<file path="config.mk">
export PLATFORM = sky130hd
export DESIGN_NAME = hscp_device_flat
export DESIGN_NICKNAME = d
export VERILOG_FILES = /design/src/rtl/hscp_pkg.sv /design/src/rtl/hscp_if.sv /design/src/rtl/hscp_device.sv /design/src/flat_wrapper.sv
export SDC_FILE = /design/constraint.sdc
export NUM_CORES = 2
export LEC_CHECK = 0
export BUFFER_PORTS_ARGS = -buffer_cell sky130_fd_sc_hd__buf_2
export CORE_AREA = 2 2 417 419
export DETAILED_ROUTE_END_ITERATION = 10
export DIE_AREA = 0 0 419 421
export GPL_ROUTABILITY_DRIVEN = 0
export GPL_TIMING_DRIVEN = 0
export HOLD_SLACK_MARGIN = 0.12
export SLEW_MARGIN = 30
export SYNTH_ARGS = -nofsm -noshare
export SYNTH_HDL_FRONTEND = slang
export SYNTH_SLANG_ARGS = --single-unit
</file>
<file path="constraint.sdc">
create_clock -name clk -period 7.33 [get_ports clk]
set_input_delay 0.3665 -clock clk [delete_from_list [all_inputs] [get_ports clk]]
set_output_delay 0.3665 -clock clk [all_outputs]
set_load 0.005 [all_outputs]
</file>
<file path="src/rtl/hscp_pkg.sv">
// shared constants for the host serial control port
package hscp_pkg;
  localparam int FRAME_BITS = 16;
  localparam int ADDR_BITS = 7;
  localparam int DATA_BITS = 8;
  localparam int CNT_BITS = 5;
  localparam int DIR_POS = 15;
  localparam int ADDR_MSB = 14;
  localparam int ADDR_LSB = 8;
  localparam logic DIR_READ = 1'b1;
  localparam int NUM_REGS = 128;
  localparam logic [7:0] REG_RESET = 8'h00;
  localparam int CLK_MHZ = 200;
  localparam int SCLK_MAX_MHZ = 10;
  // half period of the generated shift clock in cycles, rounded up
  localparam int SCLK_HALF_CYC = (CLK_MHZ + 2 * SCLK_MAX_MHZ - 1) / (2 * SCLK_MAX_MHZ);
  localparam int HALF_BITS = 4;
  localparam int IRQ_BITS = 8;
endpackage

</file>
<file path="src/rtl/hscp_if.sv">
// serial control link between host and device
`timescale 1ns/1ps
interface hscp_if;
  logic sclk;
  logic sel_n;
  logic serial_in;
  logic serial_out;
  logic serial_out_oe;
  logic irq_n;
  logic irq_n_oe;
  modport device (input sclk, input sel_n, input serial_in,
    output serial_out, output serial_out_oe, output irq_n, output irq_n_oe);
  modport host (output sclk, output sel_n, output serial_in,
    input serial_out, input serial_out_oe, input irq_n, input irq_n_oe);
endinterface

</file>
<file path="src/rtl/hscp_device.sv">
// device end: serial command register port with interrupt request
`timescale 1ns/1ps
module hscp_device #(
  parameter int N_IRQ = hscp_pkg::IRQ_BITS,
  parameter int N_REGS = hscp_pkg::NUM_REGS
) (
  // clock and reset
  input wire logic clk,
  input wire logic reset_n,
  input wire logic clk_en,
  // hardware reset pin, pulled up
  input wire logic hw_reset_n,
  // mode strap: high selects host mode
  input wire logic host_mode,
  // link
  hscp_if.device link,
  // interrupt sources and service from the core
  input wire logic [N_IRQ-1:0] irq_src,
  input wire logic [N_IRQ-1:0] irq_ack,
  // hardware mode mute input, sampled from the shared pin
  input wire logic mute_pin,
  output logic loss_mute_input,
  // register contents to the core
  output logic [hscp_pkg::DATA_BITS-1:0] reg_out [N_REGS],
  output logic [N_IRQ-1:0] irq_pending
);
  // pin synchronisers; the clock has a third stage for its edge finder
  logic [2:0] sclk_s_q;
  logic [1:0] sel_s_q;
  logic [1:0] sdi_s_q;
  logic [1:0] hwr_s_q;
  logic [1:0] mute_s_q;
  logic [1:0] mode_s_q;
  logic rise;
  logic fall;
  logic active;
  logic [hscp_pkg::CNT_BITS-1:0] cnt_q;
  logic [hscp_pkg::FRAME_BITS-1:0] shift_q;
  logic [hscp_pkg::DATA_BITS-1:0] rdata_q;
  logic is_read_q;
  logic sdo_q;
  logic oe_q;
  logic [hscp_pkg::DATA_BITS-1:0] regs_q [N_REGS];
  logic [N_IRQ-1:0] pend_q;
  logic [N_IRQ-1:0] irq_en;
  logic [hscp_pkg::ADDR_BITS-1:0] addr_w;

  // pin synchronisers; second stage feeds logic, and the clock's third stage too
  // the mode strap resets to hardware mode so the shared pin is not driven early
  always_ff @(posedge clk or negedge reset_n)
  begin
    if (!reset_n)
    begin
      sclk_s_q <= 3'h0;
      sel_s_q <= 2'h3;
      sdi_s_q <= 2'h0;
      hwr_s_q <= 2'h3;
      mute_s_q <= 2'h0;
      mode_s_q <= 2'h0;
    end
    else if (clk_en)
    begin
      sclk_s_q <= {sclk_s_q[1:0], link.sclk};
      sel_s_q <= {sel_s_q[0], link.sel_n};
      sdi_s_q <= {sdi_s_q[0], link.serial_in};
      hwr_s_q <= {hwr_s_q[0], hw_reset_n};
      mute_s_q <= {mute_s_q[0], mute_pin};
      mode_s_q <= {mode_s_q[0], host_mode};
    end
  end

  // edge detection on the stages after the first
  // both stages idle low after reset, so no false rise follows it
  assign rise = sclk_s_q[1] & ~sclk_s_q[2];
  assign fall = ~sclk_s_q[1] & sclk_s_q[2];
  assign active = ~sel_s_q[1] & mode_s_q[1];

  // bit counter and input shifter
  always_ff @(posedge clk or negedge reset_n)
  begin
    if (!reset_n)
    begin
      cnt_q <= '0;
      shift_q <= '0;
    end
    else if (clk_en)
    begin
      if (!active)
        cnt_q <= '0;
      // rises past the sixteenth are ignored until select goes high
      else if (rise && cnt_q < 5'(hscp_pkg::FRAME_BITS))
      begin
        shift_q <= {shift_q[hscp_pkg::FRAME_BITS-2:0], sdi_s_q[1]};
        cnt_q <= cnt_q + 5'h01;
      end
    end
  end

  // address is complete once direction and seven address bits are in
  assign addr_w = shift_q[hscp_pkg::ADDR_BITS-1:0];

  // read path: latch data after address, shift out on falling edges
  // a frame cut short by select rising drops the output enable at once
  always_ff @(posedge clk or negedge reset_n)
  begin
    if (!reset_n)
    begin
      is_read_q <= 1'b0;
      rdata_q <= '0;
      sdo_q <= 1'b0;
      oe_q <= 1'b0;
    end
    else if (clk_en)
    begin
      if (!active)
        oe_q <= 1'b0;
      else if (rise && cnt_q == 5'h00)
        is_read_q <= sdi_s_q[1] == hscp_pkg::DIR_READ;
      // load on the eighth rise, half a period before bit seven goes out
      else if (rise && cnt_q == 5'h07)
        rdata_q <= regs_q[{addr_w[5:0], sdi_s_q[1]}];
      else if (fall && is_read_q && cnt_q >= 5'h08 && cnt_q < 5'h10)
      begin
        sdo_q <= rdata_q[hscp_pkg::DATA_BITS-1];
        rdata_q <= {rdata_q[hscp_pkg::DATA_BITS-2:0], 1'b0};
        oe_q <= 1'b1;
      end
      else if (fall && cnt_q == 5'h10)
        oe_q <= 1'b0;
    end
  end

  // command registers; register 0 holds the interrupt enables
  // the pin reset wins over a write landing in the same cycle
  always_ff @(posedge clk or negedge reset_n)
  begin
    if (!reset_n)
    begin
      for (int i = 0; i < N_REGS; i++)
        regs_q[i] <= hscp_pkg::REG_RESET;
    end
    else if (clk_en)
    begin
      if (!hwr_s_q[1])
      begin
        for (int i = 0; i < N_REGS; i++)
          regs_q[i] <= hscp_pkg::REG_RESET;
      end
      else if (active && rise && cnt_q == 5'h0f && !is_read_q)
        regs_q[shift_q[hscp_pkg::ADDR_MSB-1:hscp_pkg::ADDR_LSB-1]] <=
          {shift_q[hscp_pkg::DATA_BITS-2:0], sdi_s_q[1]};
    end
  end

  assign irq_en = regs_q[0][N_IRQ-1:0];

  // sticky pending bits; a new event wins over its service
  always_ff @(posedge clk or negedge reset_n)
  begin
    if (!reset_n)
      pend_q <= '0;
    else if (clk_en)
    begin
      if (!hwr_s_q[1])
        pend_q <= '0;
      else
        pend_q <= (pend_q & ~irq_ack) | (irq_src & irq_en);
    end
  end

  // interrupt pin drives only in host mode, else it is the mute input
  always_ff @(posedge clk or negedge reset_n)
  begin
    if (!reset_n)
      link.irq_n <= 1'b1;
    else if (clk_en)
      link.irq_n <= ~|(pend_q & irq_en);
  end

  // in hardware mode the interrupt pin is an input and is never driven
  assign link.irq_n_oe = mode_s_q[1];
  assign loss_mute_input = mode_s_q[1] ? 1'b0 : mute_s_q[1];
  // enable follows select too, so a cut frame releases the data pin
  assign link.serial_out = sdo_q;
  assign link.serial_out_oe = oe_q & active;
  assign irq_pending = pend_q;
  // register contents copied out for the core
  always_comb
  begin
    for (int i = 0; i < N_REGS; i++)
      reg_out[i] = regs_q[i];
  end
endmodule

</file>
<file path="src/flat_wrapper.sv">
// flat-port wrapper written by rule: the top's interface ports become plain ports
module hscp_device_flat 
#(
  parameter int N_IRQ = hscp_pkg::IRQ_BITS,
  parameter int N_REGS = hscp_pkg::NUM_REGS
)
  (clk, reset_n, clk_en, hw_reset_n, host_mode, irq_src, irq_ack, mute_pin, loss_mute_input, reg_out, irq_pending, link_sclk, link_sel_n, link_serial_in, link_serial_out, link_serial_out_oe, link_irq_n, link_irq_n_oe);
  hscp_if link_i ();
  input wire logic clk;
  input wire logic reset_n;
  input wire logic clk_en;
  input wire logic hw_reset_n;
  input wire logic host_mode;
  input wire logic [N_IRQ-1:0] irq_src;
  input wire logic [N_IRQ-1:0] irq_ack;
  input wire logic mute_pin;
  output logic loss_mute_input;
  output logic [hscp_pkg::DATA_BITS-1:0] reg_out[N_REGS];
  output logic [N_IRQ-1:0] irq_pending;
  input wire logic [$bits(link_i.sclk)-1:0] link_sclk;
  input wire logic [$bits(link_i.sel_n)-1:0] link_sel_n;
  input wire logic [$bits(link_i.serial_in)-1:0] link_serial_in;
  output wire logic [$bits(link_i.serial_out)-1:0] link_serial_out;
  output wire logic [$bits(link_i.serial_out_oe)-1:0] link_serial_out_oe;
  output wire logic [$bits(link_i.irq_n)-1:0] link_irq_n;
  output wire logic [$bits(link_i.irq_n_oe)-1:0] link_irq_n_oe;
  assign link_i.sclk = link_sclk;
  assign link_i.sel_n = link_sel_n;
  assign link_i.serial_in = link_serial_in;
  assign link_serial_out = link_i.serial_out;
  assign link_serial_out_oe = link_i.serial_out_oe;
  assign link_irq_n = link_i.irq_n;
  assign link_irq_n_oe = link_i.irq_n_oe;
  hscp_device #(.N_IRQ(N_IRQ), .N_REGS(N_REGS)) u_core (.clk(clk), .reset_n(reset_n), .clk_en(clk_en), .hw_reset_n(hw_reset_n), .host_mode(host_mode), .link(link_i), .irq_src(irq_src), .irq_ack(irq_ack), .mute_pin(mute_pin), .loss_mute_input(loss_mute_input), .reg_out(reg_out), .irq_pending(irq_pending));
endmodule
</file>
# ---- Yosys cells after proc, flatten, opt, wreduce, memory -nomap -nowiden
# Index checks and enable logic that the tools add are counted.
dict set report totals {
  in_bits 25
  ff_bits 1076
  word_cells 214
  out_inout_bits 1037
}
dict set report classes {
  order_cmp 5
  muxes 19
  n_eq_ne 8
  bitwise_logic 16
  addsub 1
  reduce_logical 23
}
# cell count
set ops {}
lappend ops {{$mux 1024} 2}
lappend ops {{$bwmux 1024} 1}
lappend ops {{$bmux 8 s7} 1}
lappend ops {{$demux 8 s7} 1}
lappend ops {{$mux 8} 6}
lappend ops {{$and 8x8->8} 3}
lappend ops {{$ge 8x8->1 const B} 2}
lappend ops {{$not 7->8} 2}
lappend ops {{$logic_and 1x1->1} 11}
lappend ops {{$mux 5} 2}
lappend ops {{$lt 8x1->1 const B} 1}
lappend ops {{$ne 2x2->1 const B} 4}
lappend ops {{$not 8->8} 1}
lappend ops {{$or 8x8->8} 1}
lappend ops {{$reduce_and 4->1} 2}
lappend ops {{$reduce_or 8->1} 1}
lappend ops {{$mux 1} 6}
lappend ops {{$reduce_and 3->1} 2}
lappend ops {{$add 5x1->5 const B} 1}
lappend ops {{$eq 5x3->1 const B} 1}
lappend ops {{$eq 5x4->1 const B} 1}
lappend ops {{$eq 5x5->1 const B} 1}
lappend ops {{$ge 5x4->1 const B} 1}
lappend ops {{$logic_not 5->1} 1}
lappend ops {{other kinds (8)} 17}

# ---- Logic depth before layout (Yosys ltp)
dict set report logic_depth {
  ltp_word 9
  mapped_depth 12
  ltp_nobuf 9
}

# ---- Least setup slack after synthesis
# OpenSTA, ideal clock, no wires.
dict set report synth_path {
  kind {reg-to-reg}
  from {register u_core.cnt_q[0] in the netlist's numbering}
  to {register u_core.regs_q (netlist bit u_core.reg_out[0])}
  t_arrival_ps 2167
  setup_ps 135
  period_less_slack_ps 2302
  required_ps 7195
  stages_incl_launch_ff 11
  path_buffers 3
  setup_slack_ps 5028
  path_cell_list {dfrtp_1 ha_1 and3_1 ha_1 nor4bb_1 and3_1 clkbuf_1 nand2_1 clkbuf_1 clkbuf_1 o21ai_0}
}
dict set report synth_via {
  elab_chain_len 5
}
# element line
set synth_lines {}
lappend synth_lines {{from (decl)} hscp_device.sv:37} ;# logic [hscp_pkg::CNT_BITS-1:0] cnt_q;
lappend synth_lines {{from (signal assigned)} hscp_device.sv:94} ;# cnt_q <= cnt_q + 5'h01;
lappend synth_lines {{$eq 5x4->1} hscp_device.sv:149} ;# else if (active && rise && cnt_q == 5'h0f && !is_read_q)
lappend synth_lines {{$logic_and 1x1->1 (2 in a row)} hscp_device.sv:149}
lappend synth_lines {{$ne 2x2->1 (no line)} n/a}
lappend synth_lines {{$reduce_and 2->1 (no line)} n/a}
lappend synth_lines {{to (signal, indexed assignment)} hscp_device.sv:140} ;# regs_q[i] <= hscp_pkg::REG_RESET;
lappend synth_lines {{to (signal, indexed assignment)} hscp_device.sv:147} ;# regs_q[i] <= hscp_pkg::REG_RESET;
lappend synth_lines {{to (signal, indexed assignment)} hscp_device.sv:150} ;# regs_q[shift_q[hscp_pkg::ADDR_MSB-1:hscp_pkg::ADDR_LSB-1]] <=
lappend synth_lines {{to (decl)} hscp_device.sv:43} ;# logic [hscp_pkg::DATA_BITS-1:0] regs_q [N_REGS];
# No other way between the ends.
# A chain may end at the register's enable or synchronous reset.

# ---- Worst setup path after layout
dict set report layout_path {
  from {register u_core.shift_q[0] in the netlist's numbering}
  to {register u_core.rdata_q[7] in the netlist's numbering}
}
dict set report layout_via {
  elab_chain_len 5
}
# element line
set layout_lines {}
lappend layout_lines {{from (decl)} hscp_device.sv:38} ;# logic [hscp_pkg::FRAME_BITS-1:0] shift_q;
lappend layout_lines {{from (signal assigned)} hscp_device.sv:93} ;# shift_q <= {shift_q[hscp_pkg::FRAME_BITS-2:0], sdi_s_q[1]};
lappend layout_lines {{$not 7->8 (implied by the code)} hscp_device.sv:121} ;# rdata_q <= regs_q[{addr_w[5:0], sdi_s_q[1]}];
lappend layout_lines {{$bmux 8 s7} hscp_device.sv:121}
lappend layout_lines {{$mux 8 (implied by the code) (2 in a row)} hscp_device.sv:121}
lappend layout_lines {{$mux 8} hscp_device.sv:120} ;# else if (rise && cnt_q == 5'h07)
lappend layout_lines {{to (signal assigned)} hscp_device.sv:121}
lappend layout_lines {{to (signal assigned)} hscp_device.sv:125} ;# rdata_q <= {rdata_q[hscp_pkg::DATA_BITS-2:0], 1'b0};
lappend layout_lines {{to (decl)} hscp_device.sv:39} ;# logic [hscp_pkg::DATA_BITS-1:0] rdata_q;
# No other way between the ends. The select of a mux whose other input is x is not followed.

==> summary.md <==
| Metric | Value |
|---|---|
| Setup Skew | 23.1 ps |
| Register area share after synthesis | a little under three fifths |
| CP Launch Type | register |
| Syn avg cell area | 10.8 sq um |
| Max-slew headroom | 18.8% |
| Postcts setup bufs | 0 |
| Gr ovfl total | 0 |
| Largest net degree at the start of global routing | 123 |
| Clk pwr share | a little over two fifths |
| Clock Sink Count | 1076 |
| Routed length per placed instance | 37.9 um |
| Area share of the largest cell type after synthesis | 56.0% |
| Share of cells above drive strength 1 | 29.4% |
| First-pass GRT wire length | 405000 um |
| Via density | 5.73 |
| Vias in the first global route | 43962 |
| Final setup vio count | 0 |
| R2r endpoint | u_core.rdata_q[7] |
| List of most frequent post-synthesis cells | nand2_1, dfrtp_1, o21ai_0 |
| FP Rows | 153 |
| HP Class | input port to async pin |
| Final Hold Violating Endpoints | 0 |
| Gate power share | 18.8% |
| Initial Util | about 28% |
| Worst r2r path cells | 10 |
| Post-DP HPWL | 238000 um |
| CP dominant cell by count | buf_2 |
| CP peak stage delay | 770 ps |
| P&R area growth vs syn | 29.5% |
| Sequential Power Share | between 30% and 40% |
| Fin. max-slew vios | 0 |
| Max-Cap Viols | 0 |
| Initial antenna violation count | 20 |
| Total negative slack | 0 ps |
| Compound-Gate Fraction of Synth Area | 15.9% |
| Crit path required time | 8020 ps |
| Htree depth | 4 |
| #FFs+latches synth | 1076 |
| Drt first pass iters | 6 |
| Reg-to-reg startpoint | u_core.shift_q[0] |
| Initial DRC count | 5866 |
| Largest family of logic cells by synthesized area | compound AO/OA/AOI/OAI gates |
| Dominant cells by area after synthesis | dfrtp_1, o21ai_0, nand2_1 |
| Mapped cell area | 47900 sq um |
| Crit. End Element | register |
| Netlist cell types | 57 |
| Crit Path Class | register to register |
| Total GRT Usage | 34.1% |
| # IOs | 1062 |
| RSZ-0062 raised after global routing | no |
| Least-Margin Pin Slew | 1190 ps |
| Final Critical Period | 4770 ps |
| Post-DRT Antenna Nets | 0 |
| TritonCTS clock tree | done |
| Crit Path Max Fanout | 11 |
| Gate Count Post-Synth | 4451 |
| Crit path max-delay cell type | buf_2 |
| Outcome | finished clean |
| Clock tree buffer depth | 3 |
| P_leak | ~30 nW |
| Int Pwr | ~0.011 W |
| Simple-gate share of the synthesized area | 11.0% |
| Clk root buf | clkbuf_16 |
| Sw Share | approximately a third |
| Pwr dens | 256 nW/um^2 |
| TritonCTS Buffers | 130 |
| Post-synthesis mux area share | 13.8% |
| DRC Markers | 0 |
| DIE WIDTH | 419 um |
| Routed via count | 46667 |
| Number of synthesized flops with an enable pin | 0 |
| Mapped Nets | approximately 4500 |
| Critical Path AT | 5460 ps |
| Most area-hungry cell type in the Yosys netlist | dfrtp_1 |
| Clk slew on worst S/H paths | 60 ps |
| Fmax achieved | 210 MHz |
| R2R setup slack | 2560 ps |
| IO Port Bufs | ~1100 |
| Switch Pwr | 0.00516 W |
| Crit-path cells | buf_2 -> buf_4 -> buf_2 -> buf_2 -> buf_2 -> mux4_2 -> a22oi_1 -> nand2_1 -> nand4_1 -> o31ai_1 |
| Adder-cell share of the synthesized area | less than 1% |
| NumNets Final | around 5700 |
| Tcrit/Tclk final | between 60% and 70% |
| Hold slack | 210 ps |
| Ys Warns | 0 |
| Worst skew pair latency | 820 ps |
| VDD IR max | 0.239 mV |
| Area of the die | 176000 sq um |
| Top_reg_cell synth | dfrtp_1 |
| Most numerous cell in the Yosys netlist | nand2_1 |
| CORE AREA | 172000 sq um |
| Post-synthesis xor/xnor area fraction | less than 1% |
| Final wirelength | 308000 um |
| Die height | 421 um |
| Ys async rst share | 100% |
## state kept, by name, summed over array words and instances, names as in the netlist
register	cells
u_core.shift_q	14
u_core.hwr_s_q	2
u_core.link.serial_out	1
u_core.irq_en	8
u_core.cnt_q	5
u_core.mode_s_q	2
u_core.reg_out	1016
u_core.irq_pending	8
u_core.is_read_q	1
u_core.sel_s_q	2
u_core.link.irq_n	1
u_core.sclk_s_q	3
u_core.rdata_q	8
u_core.oe_q	1
u_core.sdi_s_q	2
u_core.mute_s_q	2
## layer usage
layer / GRT usage, % / vias to the layer above / part of all wire, %
met5: 0 / - / 0.029
met3: 10.1 / 853 / 10
met4: 24.8 / 14 / 9.2
li1: - / 18407 / -
met1: 41.3 / 23868 / 37
met2: 51.4 / 3525 / 44
## through the flow
| stage | setup WS, ps | area [sq um] | cells | total power, W | util, % |
|---|---|---|---|---|---|
| 2_1_floorplan | 5030 | 47900 | 4451 | 0.00723 | - |
| 3_3_place_gp | -18190 | 56100 | 7836 | 0.00888 | 32.5 |
| 3_5_place_dp | 2450 | 57300 | 7883 | 0.00900 | 33.2 |
| 4_1_cts | 2440 | 62000 | 8137 | 0.0158 | 35.9 |
| 5_1_grt | 2450 | 62000 | 8137 | 0.0161 | 35.9 |
| 6_report | 2560 | 62000 | 8142 | 0.0159 | 36.0 |
## power by group through the flow
| stage | registers (W) | logic, W | clock network, W |
|---|---|---|---|
| after floorplan | 0.00608 | 0.00115 | 0 |
| after global placement | 0.00610 | 0.00278 | 0 |
| after detailed placement | 0.00609 | 0.00291 | 0 |
| after CTS | 0.00598 | 0.00292 | 0.00693 |
| after global routing | 0.00598 | 0.00296 | 0.00717 |
| final | 0.00598 | 0.00298 | 0.00691 |
## cell type report
class | count | area, sq um
multi-input cells | 3091 | 19600
clock buffers | 180 | 3780
repair buffers | 1132 | 6540
flip-flops and latches | 1076 | 26900
well taps | 2325 | 2910
diodes | 5 | 12.5
clock inverters | 49 | 689
fillers | 17472 | 110000
inverters | 17 | 63.8
plain buffers | 267 | 1460
## worst max path at each step
stage                       from             endpoint  slack (ps)  depth (start not counted)
2_1_floorplan    u_core.cnt_q[0]    u_core.reg_out[0]        5030                         10
3_3_place_gp             reset_n  u_core.reg_out[402]      -18190                          1
3_5_place_dp   u_core.shift_q[0]    u_core.rdata_q[7]        2450                         10
4_1_cts        u_core.shift_q[0]    u_core.rdata_q[7]        2440                         10
5_1_grt        u_core.shift_q[0]    u_core.rdata_q[7]        2450                         10
6_report       u_core.shift_q[0]    u_core.rdata_q[7]        2560                         10
## layout by cell type (no fill, tap or decap), types with 13 or more instances in the layout
cell type,count
clkinv_2,16
o21ai_0,1018
clkbuf_2,26
o22ai_1,47
mux2i_1,114
inv_1,17
mux2_2,61
dlygate4sd3_1,25
buf_4,18
a21o_1,131
mux4_1,16
clkbuf_8,23
dfrtp_1,1071
buf_6,17
buf_2,1101
clkbuf_1,180
buf_16,30
nor2_1,19
a211oi_1,19
mux4_2,193
nand2_1,1223
clkbuf_16,135
a21oi_1,23
nand3_1,18
a211o_1,14
bufinv_16,13
a22oi_1,29
o21ai_1,37
## timing repair
action                                 in CTS  in global routing
gates resized for setup                     0                  0
hold buffers                               25                  0
endpoints found under the hold margin     125                  0
## worst max-delay path: cells and delay by family (launching register included)
kind | cells | cell delay, ps
AOI/OAI and AO/OA | 2 | 470
muxes | 1 | 390
and+or+nand+nor | 2 | 840
DFF | 1 | 320
buffers and inverters | 5 | 2600
## cells by family (layout without fill, tap and decap cells)
family | Yosys count | after routing
and+or+nand+nor | 1333 | 1333
buffers and inverters | 284 | 1645
AOI/OAI and AO/OA | 1370 | 1370
other | 0 | 5
xor gates and xnor gates | 1 | 1
adders and majority gates | 3 | 3
DFF | 1076 | 1076
muxes | 384 | 384
Power figures use the tool's default switching activity.
